<file path="src/include/pin_status_pkg.sv">
// Purpose: Shared constants for the quad transceiver pin and status logic.
// Assumes: Four channels, eight-bit host data bus.
// Notes: Control bit positions index the per-channel control bytes.
package pin_status_pkg;
   localparam int NUM_CHAN        = 4;
   localparam int DATA_W          = 8;
   localparam int MC_RTS_BIT      = 1;    // Modem control: request to send.
   localparam int MC_DTR_BIT      = 0;    // Modem control: terminal ready.
   localparam int MC_IRQ_EN_BIT   = 3;    // Modem control: interrupt output enable.
   localparam int MC_INFRARED_BIT = 6;    // Modem control: infrared mode.
   localparam int EF_AUTO_RTS_BIT = 6;
   localparam int EF_AUTO_CTS_BIT = 7;
   localparam int IE_RTS_BIT      = 6;
   localparam int IE_CTS_BIT      = 7;
   localparam int SNAP_TX_LSB     = 0;    // Snapshot bits 0..3: inverted transmit ready.
   localparam int SNAP_RX_LSB     = 4;    // Snapshot bits 4..7: receive ready as is.
   localparam logic [7:0] CTRL_RESET = 8'h00;
endpackage

</file>
<file path="src/include/chan_pins_if.sv">
// Purpose: Bundle of per-channel pin signals between the top and the channel slice.
// Assumes: One instance per channel.
// Notes: Plain levels only.
`timescale 1ns/10ps
interface chan_pins_if;
   logic [7:0] modem_ctrl;
   logic [7:0] feature_ctrl;
   logic [7:0] irq_ctrl;
   logic       tx_bit;
   logic       tx_active;
   logic       ir_bit;
   logic       fifo_hold;
   logic       cts_n;
   logic       serial_out;
   logic       infrared_serial_out;
   logic       request_to_send_n;
   logic       terminal_ready_n;
   logic       tx_stall;
   modport top   (output modem_ctrl, feature_ctrl, irq_ctrl, tx_bit, tx_active, ir_bit,
                  fifo_hold, cts_n,
                  input serial_out, infrared_serial_out, request_to_send_n,
                  terminal_ready_n, tx_stall);
   modport slice (input modem_ctrl, feature_ctrl, irq_ctrl, tx_bit, tx_active, ir_bit,
                  fifo_hold, cts_n,
                  output serial_out, infrared_serial_out, request_to_send_n,
                  terminal_ready_n, tx_stall);
endinterface

</file>
<file path="src/design/chan_line_slice.sv">
// Purpose: One channel's serial line pins: idle levels, modem pins, auto flow control.
// Assumes: Encoded infrared bit arrives from the channel's encoder.
// Notes: Pin outputs are registered; the transmit stall output is combinational.
`timescale 1ns/10ps
module chan_line_slice
   import pin_status_pkg::*;
(
   input wire logic mclk,
   input wire logic rst_n,
   chan_pins_if.slice p
);
   logic infrared_sel;
   logic auto_rts_on;
   logic auto_cts_on;
   logic so_next;
   logic ir_next;
   logic rts_next;

   // Mode and flow-control enables from the control bytes.
   assign infrared_sel = p.modem_ctrl[MC_INFRARED_BIT];
   assign auto_rts_on  = p.feature_ctrl[EF_AUTO_RTS_BIT] & p.irq_ctrl[IE_RTS_BIT];
   assign auto_cts_on  = p.feature_ctrl[EF_AUTO_CTS_BIT] & p.irq_ctrl[IE_CTS_BIT];
   // Idle is 1 in standard mode and 0 in infrared mode.
   assign so_next = infrared_sel ? (p.tx_active & p.ir_bit)
                                 : (p.tx_active ? p.tx_bit : 1'b1);
   // The dedicated infrared pin ignores the mode bit and idles low.
   assign ir_next = p.tx_active & p.ir_bit;
   // Auto mode drops request only while software has it asserted and the FIFO is full.
   assign rts_next = ~(p.modem_ctrl[MC_RTS_BIT] & ~(auto_rts_on & p.fifo_hold));
   // Clear to send doubles as a plain input; it stalls only in auto mode.
   assign p.tx_stall = auto_cts_on & p.cts_n;

   // Pin registers; reset gives standard idle levels.
   always_ff @(posedge mclk) begin
      if (!rst_n) begin
         p.serial_out          <= 1'b1;
         p.infrared_serial_out <= 1'b0;
         p.request_to_send_n   <= 1'b1;
         p.terminal_ready_n    <= 1'b1;
      end else begin
         p.serial_out          <= so_next;
         p.infrared_serial_out <= ir_next;
         p.request_to_send_n   <= rts_next;
         p.terminal_ready_n    <= ~p.modem_ctrl[MC_DTR_BIT];
      end
   end

   // Idle levels one edge after the line goes quiet, and the modem pin behaviour.
   a_ir_idle_low : assert property (@(posedge mclk) disable iff (!rst_n)
      !p.tx_active |=> !p.infrared_serial_out) else $error("infrared pin not low at idle");
   a_std_idle_high : assert property (@(posedge mclk) disable iff (!rst_n)
      (!infrared_sel && !p.tx_active) |=> p.serial_out) else $error("serial idle not high");
   a_ir_mode_idle : assert property (@(posedge mclk) disable iff (!rst_n)
      (infrared_sel && !p.tx_active) |=> !p.serial_out) else $error("infrared idle not low");
   a_cts_stall_auto : assert property (@(posedge mclk) disable iff (!rst_n)
      p.tx_stall |-> (auto_cts_on && p.cts_n)) else $error("stall without auto clear");
   a_dtr_follows : assert property (@(posedge mclk) disable iff (!rst_n)
      p.modem_ctrl[MC_DTR_BIT] |=> !p.terminal_ready_n) else $error("terminal ready stale");
endmodule // chan_line_slice

</file>
<file path="src/design/quad_uart_pin_status_logic.sv">
// Purpose: Pin-level control and status logic of a four-channel serial transceiver.
// Assumes: Inputs synchronous to mclk; control bytes come from the channel register files.
// Notes: Three-state pins are split into value and active-low output enable.
// What this block does
// - Force select high keeps interrupts enabled in strobe mode.
// - Force select low: modem bit 3 enables.
// - Bit 3 clear floats interrupt outputs unless force select holds them enabled.
// - Per-channel active-low transmit ready output.
// - Per-channel active-low receive ready output.
// - Combined transmit ready is AND of four.
// - Combined receive ready is AND of four.
// - Snapshot select drives snapshot onto data bus.
// - Bits 0-3 inverted tx, 4-7 rx.
// - Snapshot needs no address decode.
// - Standard mode: transmit idles and resets high.
// - Infrared mode: encoded data, idle low.
// - Infrared pin always encoded, idles low.
// - Clear-to-send general input or auto flow.
// - Terminal ready output under software control.
`timescale 1ns/10ps
module quad_uart_pin_status_logic
   import pin_status_pkg::*;
#(
   parameter int CHANNELS = NUM_CHAN
) (
   input  wire logic                  mclk,
   input  wire logic                  rst_n,
   input  wire logic                  bus_style_sel,
   input  wire logic                  irq_output_force_select,
   input  wire logic                  fifo_snapshot_select_n,
   input  wire logic [CHANNELS*8-1:0] modem_control_reg,
   input  wire logic [CHANNELS*8-1:0] enhanced_feature_reg,
   input  wire logic [CHANNELS*8-1:0] irq_enable_reg,
   input  wire logic [CHANNELS-1:0]   chan_irq,
   input  wire logic [CHANNELS-1:0]   tx_space,
   input  wire logic [CHANNELS-1:0]   rx_avail,
   input  wire logic [CHANNELS-1:0]   rx_fifo_hold,
   input  wire logic [CHANNELS-1:0]   tx_bit,
   input  wire logic [CHANNELS-1:0]   tx_active,
   input  wire logic [CHANNELS-1:0]   ir_bit,
   input  wire logic [CHANNELS-1:0]   serial_in,
   input  wire logic [CHANNELS-1:0]   clear_to_send_n,
   output logic      [CHANNELS-1:0]   irq_out,
   output logic      [CHANNELS-1:0]   irq_out_oe_n,
   output logic      [CHANNELS-1:0]   chan_tx_space_n,
   output logic      [CHANNELS-1:0]   chan_rx_avail_n,
   output logic                       combined_tx_space_n,
   output logic                       combined_rx_avail_n,
   output logic      [DATA_W-1:0]     data_out,
   output logic                       data_out_oe_n,
   output logic      [CHANNELS-1:0]   serial_in_level,
   output logic      [CHANNELS-1:0]   tx_stall,
   output logic      [CHANNELS-1:0]   serial_out,
   output logic      [CHANNELS-1:0]   infrared_serial_out,
   output logic      [CHANNELS-1:0]   request_to_send_n,
   output logic      [CHANNELS-1:0]   terminal_ready_n
);
   logic [CHANNELS-1:0] irq_en;
   logic [CHANNELS-1:0] tx_n_reg;
   logic [CHANNELS-1:0] rx_n_reg;
   logic                snap_sel;
   logic [DATA_W-1:0]   fifo_ready_snapshot;

   // Interrupt enable: the force select overrides modem bit 3 in strobe mode.
   // Single-select mode masks the force select with bus_style_sel, so only modem bit 3 decides.
   genvar gi;
   generate
      for (gi = 0; gi < CHANNELS; gi++) begin : g_chan
         chan_pins_if pins ();
         assign irq_en[gi] = (bus_style_sel & irq_output_force_select)
                           | modem_control_reg[gi*8+MC_IRQ_EN_BIT];
         assign pins.modem_ctrl   = modem_control_reg[gi*8 +: 8];
         assign pins.feature_ctrl = enhanced_feature_reg[gi*8 +: 8];
         assign pins.irq_ctrl     = irq_enable_reg[gi*8 +: 8];
         assign pins.tx_bit       = tx_bit[gi];
         assign pins.tx_active    = tx_active[gi];
         assign pins.ir_bit       = ir_bit[gi];
         assign pins.fifo_hold    = rx_fifo_hold[gi];
         assign pins.cts_n        = clear_to_send_n[gi];
         assign serial_out[gi]          = pins.serial_out;
         assign infrared_serial_out[gi] = pins.infrared_serial_out;
         assign request_to_send_n[gi]   = pins.request_to_send_n;
         assign terminal_ready_n[gi]    = pins.terminal_ready_n;
         assign tx_stall[gi]            = pins.tx_stall;
         chan_line_slice u_slice (
            .mclk  (mclk),
            .rst_n (rst_n),
            .p     (pins.slice)
         );
      end
   endgenerate

   // Snapshot ignores the address lines entirely; only the select matters.
   assign snap_sel = ~fifo_snapshot_select_n;
   assign fifo_ready_snapshot = {rx_n_reg, ~tx_n_reg};
   // Receive data passes straight through; its idle level is the partner's concern.
   assign serial_in_level = serial_in;
   // Handshake-like enables are combinational so the bus releases at once.
   assign data_out_oe_n = ~snap_sel;
   assign irq_out_oe_n  = ~irq_en;

   // Ready pin registers and combined versions.
   always_ff @(posedge mclk) begin
      if (!rst_n) begin
         tx_n_reg            <= '1;
         rx_n_reg            <= '1;
         combined_tx_space_n <= 1'b1;
         combined_rx_avail_n <= 1'b1;
         irq_out             <= '0;
         // The snapshot resets to the image of the idle ready pins, not to zero.
         data_out            <= {{CHANNELS{1'b1}}, {CHANNELS{1'b0}}};
      end else begin
         tx_n_reg            <= ~tx_space;
         rx_n_reg            <= ~rx_avail;
         combined_tx_space_n <= &(~tx_space);
         combined_rx_avail_n <= &(~rx_avail);
         irq_out             <= chan_irq;
         data_out            <= {~rx_avail, tx_space};
      end
   end
   assign chan_tx_space_n = tx_n_reg;
   assign chan_rx_avail_n = rx_n_reg;

   // Interrupt gating, ready pins and snapshot image; the snapshot must track the pins.
   a_irq_force_on : assert property (@(posedge mclk) disable iff (!rst_n)
      (bus_style_sel && irq_output_force_select) |-> (irq_out_oe_n == '0))
      else $error("forced interrupt outputs not enabled");
   a_irq_bit3_gate : assert property (@(posedge mclk) disable iff (!rst_n)
      !irq_output_force_select |-> (irq_out_oe_n[0] == !modem_control_reg[MC_IRQ_EN_BIT]))
      else $error("interrupt enable does not follow bit 3");
   a_irq_float : assert property (@(posedge mclk) disable iff (!rst_n)
      (!irq_output_force_select && !modem_control_reg[MC_IRQ_EN_BIT]) |-> irq_out_oe_n[0])
      else $error("interrupt driven while disabled");
   a_tx_ready_pin : assert property (@(posedge mclk) disable iff (!rst_n)
      1'b1 |=> (chan_tx_space_n == ~$past(tx_space))) else $error("tx ready wrong");
   a_rx_ready_pin : assert property (@(posedge mclk) disable iff (!rst_n)
      1'b1 |=> (chan_rx_avail_n == ~$past(rx_avail))) else $error("rx ready wrong");
   a_tx_combined : assert property (@(posedge mclk) disable iff (!rst_n)
      combined_tx_space_n == &chan_tx_space_n) else $error("combined tx wrong");
   a_rx_combined : assert property (@(posedge mclk) disable iff (!rst_n)
      combined_rx_avail_n == &chan_rx_avail_n) else $error("combined rx wrong");
   a_snap_layout : assert property (@(posedge mclk) disable iff (!rst_n)
      (data_out[SNAP_RX_LSB +: 4] == chan_rx_avail_n)
      && (data_out[SNAP_TX_LSB +: 4] == ~chan_tx_space_n)
      && (data_out == fifo_ready_snapshot))
      else $error("snapshot layout wrong");
   a_snap_release : assert property (@(posedge mclk) disable iff (!rst_n)
      $rose(fifo_snapshot_select_n) |-> data_out_oe_n) else $error("bus not released");
endmodule // quad_uart_pin_status_logic

</file>
<file path="config.mk">
export PLATFORM = sky130hd
export DESIGN_NAME = quad_uart_pin_status_logic
export DESIGN_NICKNAME = d
export VERILOG_FILES = /design/src/include/pin_status_pkg.sv /design/src/include/chan_pins_if.sv /design/src/design/chan_line_slice.sv /design/src/design/quad_uart_pin_status_logic.sv
export SDC_FILE = /design/constraint.sdc
export NUM_CORES = 1
export LEC_CHECK = 0
export BUFFER_PORTS_ARGS = -buffer_cell sky130_fd_sc_hd__buf_2
export CAP_MARGIN = 15
export CORE_MARGIN = 5
export CORE_UTILIZATION = 29
export CTS_CLUSTER_DIAMETER = 30
export DETAILED_ROUTE_END_ITERATION = 16
export PLACE_DENSITY = 0.89
export SETUP_SLACK_MARGIN = 0.4
export SLEW_MARGIN = 25
export SYNTH_ARGS = -nofsm -noshare
export SYNTH_HDL_FRONTEND = slang
export SYNTH_SLANG_ARGS = --single-unit
</file>
<file path="constraint.sdc">
create_clock -name mclk -period 0.8 [get_ports mclk]
set_input_delay 0.04 -clock mclk [delete_from_list [all_inputs] [get_ports mclk]]
set_output_delay 0.04 -clock mclk [all_outputs]
set_load 0.01 [all_outputs]
</file>
# == Yosys cells after proc, flatten, opt, wreduce, memory -nomap -nowiden ==
# Cells that the tools add are included.
# W data, S select, Z words.
# totals
reg_bits,38
input_bits,137
output_inout_bits,51
wordCells,76
# op_classes
muxes,8
bitwise,44
reduce_logical,2
# op_table
op,count
$and A1 B1 Y1,25
$not A1 Y1,12
$not A4 Y4,3
$mux W1,8
$reduce_and A4 Y1,2
$or A1 B1 Y1,4

# == Logic depth before layout (Yosys ltp) ==
# depth
ltp_word,5
mapped_depth,3
mapped_depth_nobuf,2

# == By module ==
# A second synthesis with hierarchy kept.
# unflattened
hier_cells,118
hier_area_um2,1233.7
# by_module_without_submodules
mod,n_inst,cells_per_inst,area_each_um2,seq_area_each_um2
quad_uart_pin_status_logic,1,70,723.2,360.3
chan_line_slice,4,12,127.6,80.1

# == Worst setup path before layout ==
# No wires, ideal clock.
# synth_path
kind,reg-to-output
start,register data_out[4]
end,output data_out[4]
arrival_ps,485
required_ps,760
slack_ps,275
path_stages_with_launch,2
path_buffers,1
path_cell_list,dfxtp_1 -> buf_4
# synth_lines
item,line,text
start: declaration,quad_uart_pin_status_logic.sv:49,"output logic [DATA_W-1:0] data_out,"
start signal: assignment,quad_uart_pin_status_logic.sv:111,"data_out <= {{CHANNELS{1'b1}}, {CHANNELS{1'b0}}};"
start signal: assignment,quad_uart_pin_status_logic.sv:118,"data_out <= {~rx_avail, tx_space};"
# No word-level cell between the ends.

==> metrics.cfg <==
[status]
status=finished, violations left
violations=negative hold slack

[synthesis]
synth_area_um2=1260
synth_seq_cells=34
yosys.area.top_type=dfxtp_1
yosys-top-cells-area=dfxtp_1, buf_4, and3_1, nand3_1, o41ai_2
synth_top_area_share_pct=53.8
synthMuxAreaShare_pct=0
yosys.area_share.xor_xnor_pct=0
synth_cell_type_count=18
synth-simple-area-share_pct=16.6
synth_compound_area_share_pct=8.11
yosysWarnings=0
synth-seq-area-share_pct=53.8
avgSynthCellArea_um2=10.5
syn_nets=257
synth_cells=120
synth_fa_ha_area_share_pct=0
synth_top_family_by_area=buffers and inverters

[worst_setup_path]
worst-path-max-fanout=2
critPathKind=reg -> out
cp-start-kind=flip-flop
path_cells=buf_6
critPathRequiredTime_ns=0.76
cp_slowest_stage_delay_ns=0.35
crit_path_end_kind=output port
worst-path-buf-inv=1
crit_family=flip-flops
crit_arrival_ns=0.75
cp_slowest_cell=dfxtp_4

[power]
power.density_nw_per_um2=1920
finalPower_mw=4.03
ir_drop_mv=0.599
power.leakage_nw=1.03

[place]
numPortBuffers=113
gp_congestion=0.705
dp_hpwl_um=2770

[floorplan]
io_pins=188
fp.dieH_um=76.0
row_count=24
start_util_pct=29.5
core_um2=4290
die_w_um=76.0
design.die.area_um2=5780

[routing]
antenna_left=0
drt-wirelength-per-cell_um=13.6
drt_wl_total_um=3580
drc=0
viasPerCell=4.31
drtPass1Iterations=4
dr_total_vias=1133
drt_iter0_drc=25

[timing]
finalHoldViolations=18
max_slew_margin_pct=85.4
fmax_ghz=1.27
slew_viol_final=0
finalSetupViolCount=0
fin_crit_ns=0.786
fin_hold_ws_ns=-0.0905
max_slew.worst_pin.slew_ns=0.216
grt_setup_unrepaired=true
min_period_over_period_pct=98.2

[clock_network]
cts_root_buf=clkbuf_8
htreeDepth=2
clockBufferDepth=2
tritoncts=yes
cts_made_buffers=5
cts_sinks=34
clk_pin_slew_ns=0.06

[grt]
grt_pass1_wl_um=5430
first_global_vias=1168
antenna_found_initial=0
grt_max_degree=14
grt.total_usage_pct=11.8
overflow=0

[min_path]
worstHoldPathType=in -> reg

[cells_and_area]
nNetsFinal=348
final_cell_mix=buf_2, buf_6, dfxtp_2
drive_above_1_share_pct=77.3
area_delta_synth_final_pct=65.9
final_common_cell=buf_2
n_antenna_cell=0

[run]
maxCapViolations=0

[final timing paths]
check,startpoint,end,slack (ns),cells past startpoint
worst max-delay path,data_out[4],chan_rx_avail_n[0],0.01,1
worst min-delay path,modem_control_reg[24],g_chan[3].u_slice.p.terminal_ready_n,-0.09,2
[cells by family (layout without fill, tap and decap cells)]
kind of cell / Yosys count / in the layout
AND/OR/NAND/NOR: 36 / 36
buffers and inverters: 36 / 127
flip-flops: 34 / 34
AO/OA/AOI/OAI: 14 / 14
[cell type report]
cell class | count | area [um2]
repair buffers | 116 | 845
well taps | 52 | 65.1
multi-input cells | 50 | 352
fillers | 382 | 2200
inverters | 4 | 15.0
clock buffers | 6 | 82.6
clock inverters | 1 | 30.0
flip-flops and latches | 34 | 709
[state kept, by name (all words and copies together), names as in the netlist]
name / flops
g_chan.u_slice.p.infrared_serial_out: 4
g_chan.u_slice.p.request_to_send_n: 4
combined_tx_space_n: 1
combined_rx_avail_n: 1
irq_out: 4
data_out: 8
g_chan.u_slice.p.serial_out: 4
g_chan.u_slice.p.terminal_ready_n: 4
chan_tx_space_n: 4
[stage by stage]
stage / area, um2 / setup TNS [ns] / setup WS, ns / instances / utilization [%]
floorplan: 1360 / 0 / 0.322 / 120 / -
finish: 2100 / 0 / 0.0141 / 263 / 48.9
global placement: 1680 / 0 / 0.124 / 256 / 39.2
CTS: 1920 / 0 / 0.00806 / 263 / 44.8
global route: 2100 / -0.0977 / -0.0272 / 263 / 48.9
detailed placement: 1680 / 0 / 0.107 / 256 / 39.2
[per-layer routing]
metal  track usage, %  share of wire [%]
met1             12.3                 35
met2             19.3                 50
met3             5.91                 13
met4             6.23                2.0
met5                0                  0
[where the power goes]
part           switching, mW  internal (mW)
Clock                  0.557          0.995
Sequential            0.0391           1.80
Combinational          0.248          0.394
Total                  0.844           3.19
[repair_timing]
item                                    in CTS  in global routing
endpoints found under the setup margin      47                 46
hold endpoints to repair                    19                 19
setup buffers                                0                  0
pin swaps                                    7                  4
resized for setup                           27                 41
[cell usage after synthesis]
library cell and number:
a21boi_0 4, a21oi_1 4, and2_1 1, and2_2 4, and2_4 2, and3_1 8
buf_12 1, buf_4 30, buf_6 1, dfxtp_1 34, inv_1 2, inv_2 2
nand2_1 8, nand2_2 1, nand3_1 8, nor3b_1 4, o21ai_0 4, o41ai_2 2
No activity file was read; power rests on OpenSTA's default activity.
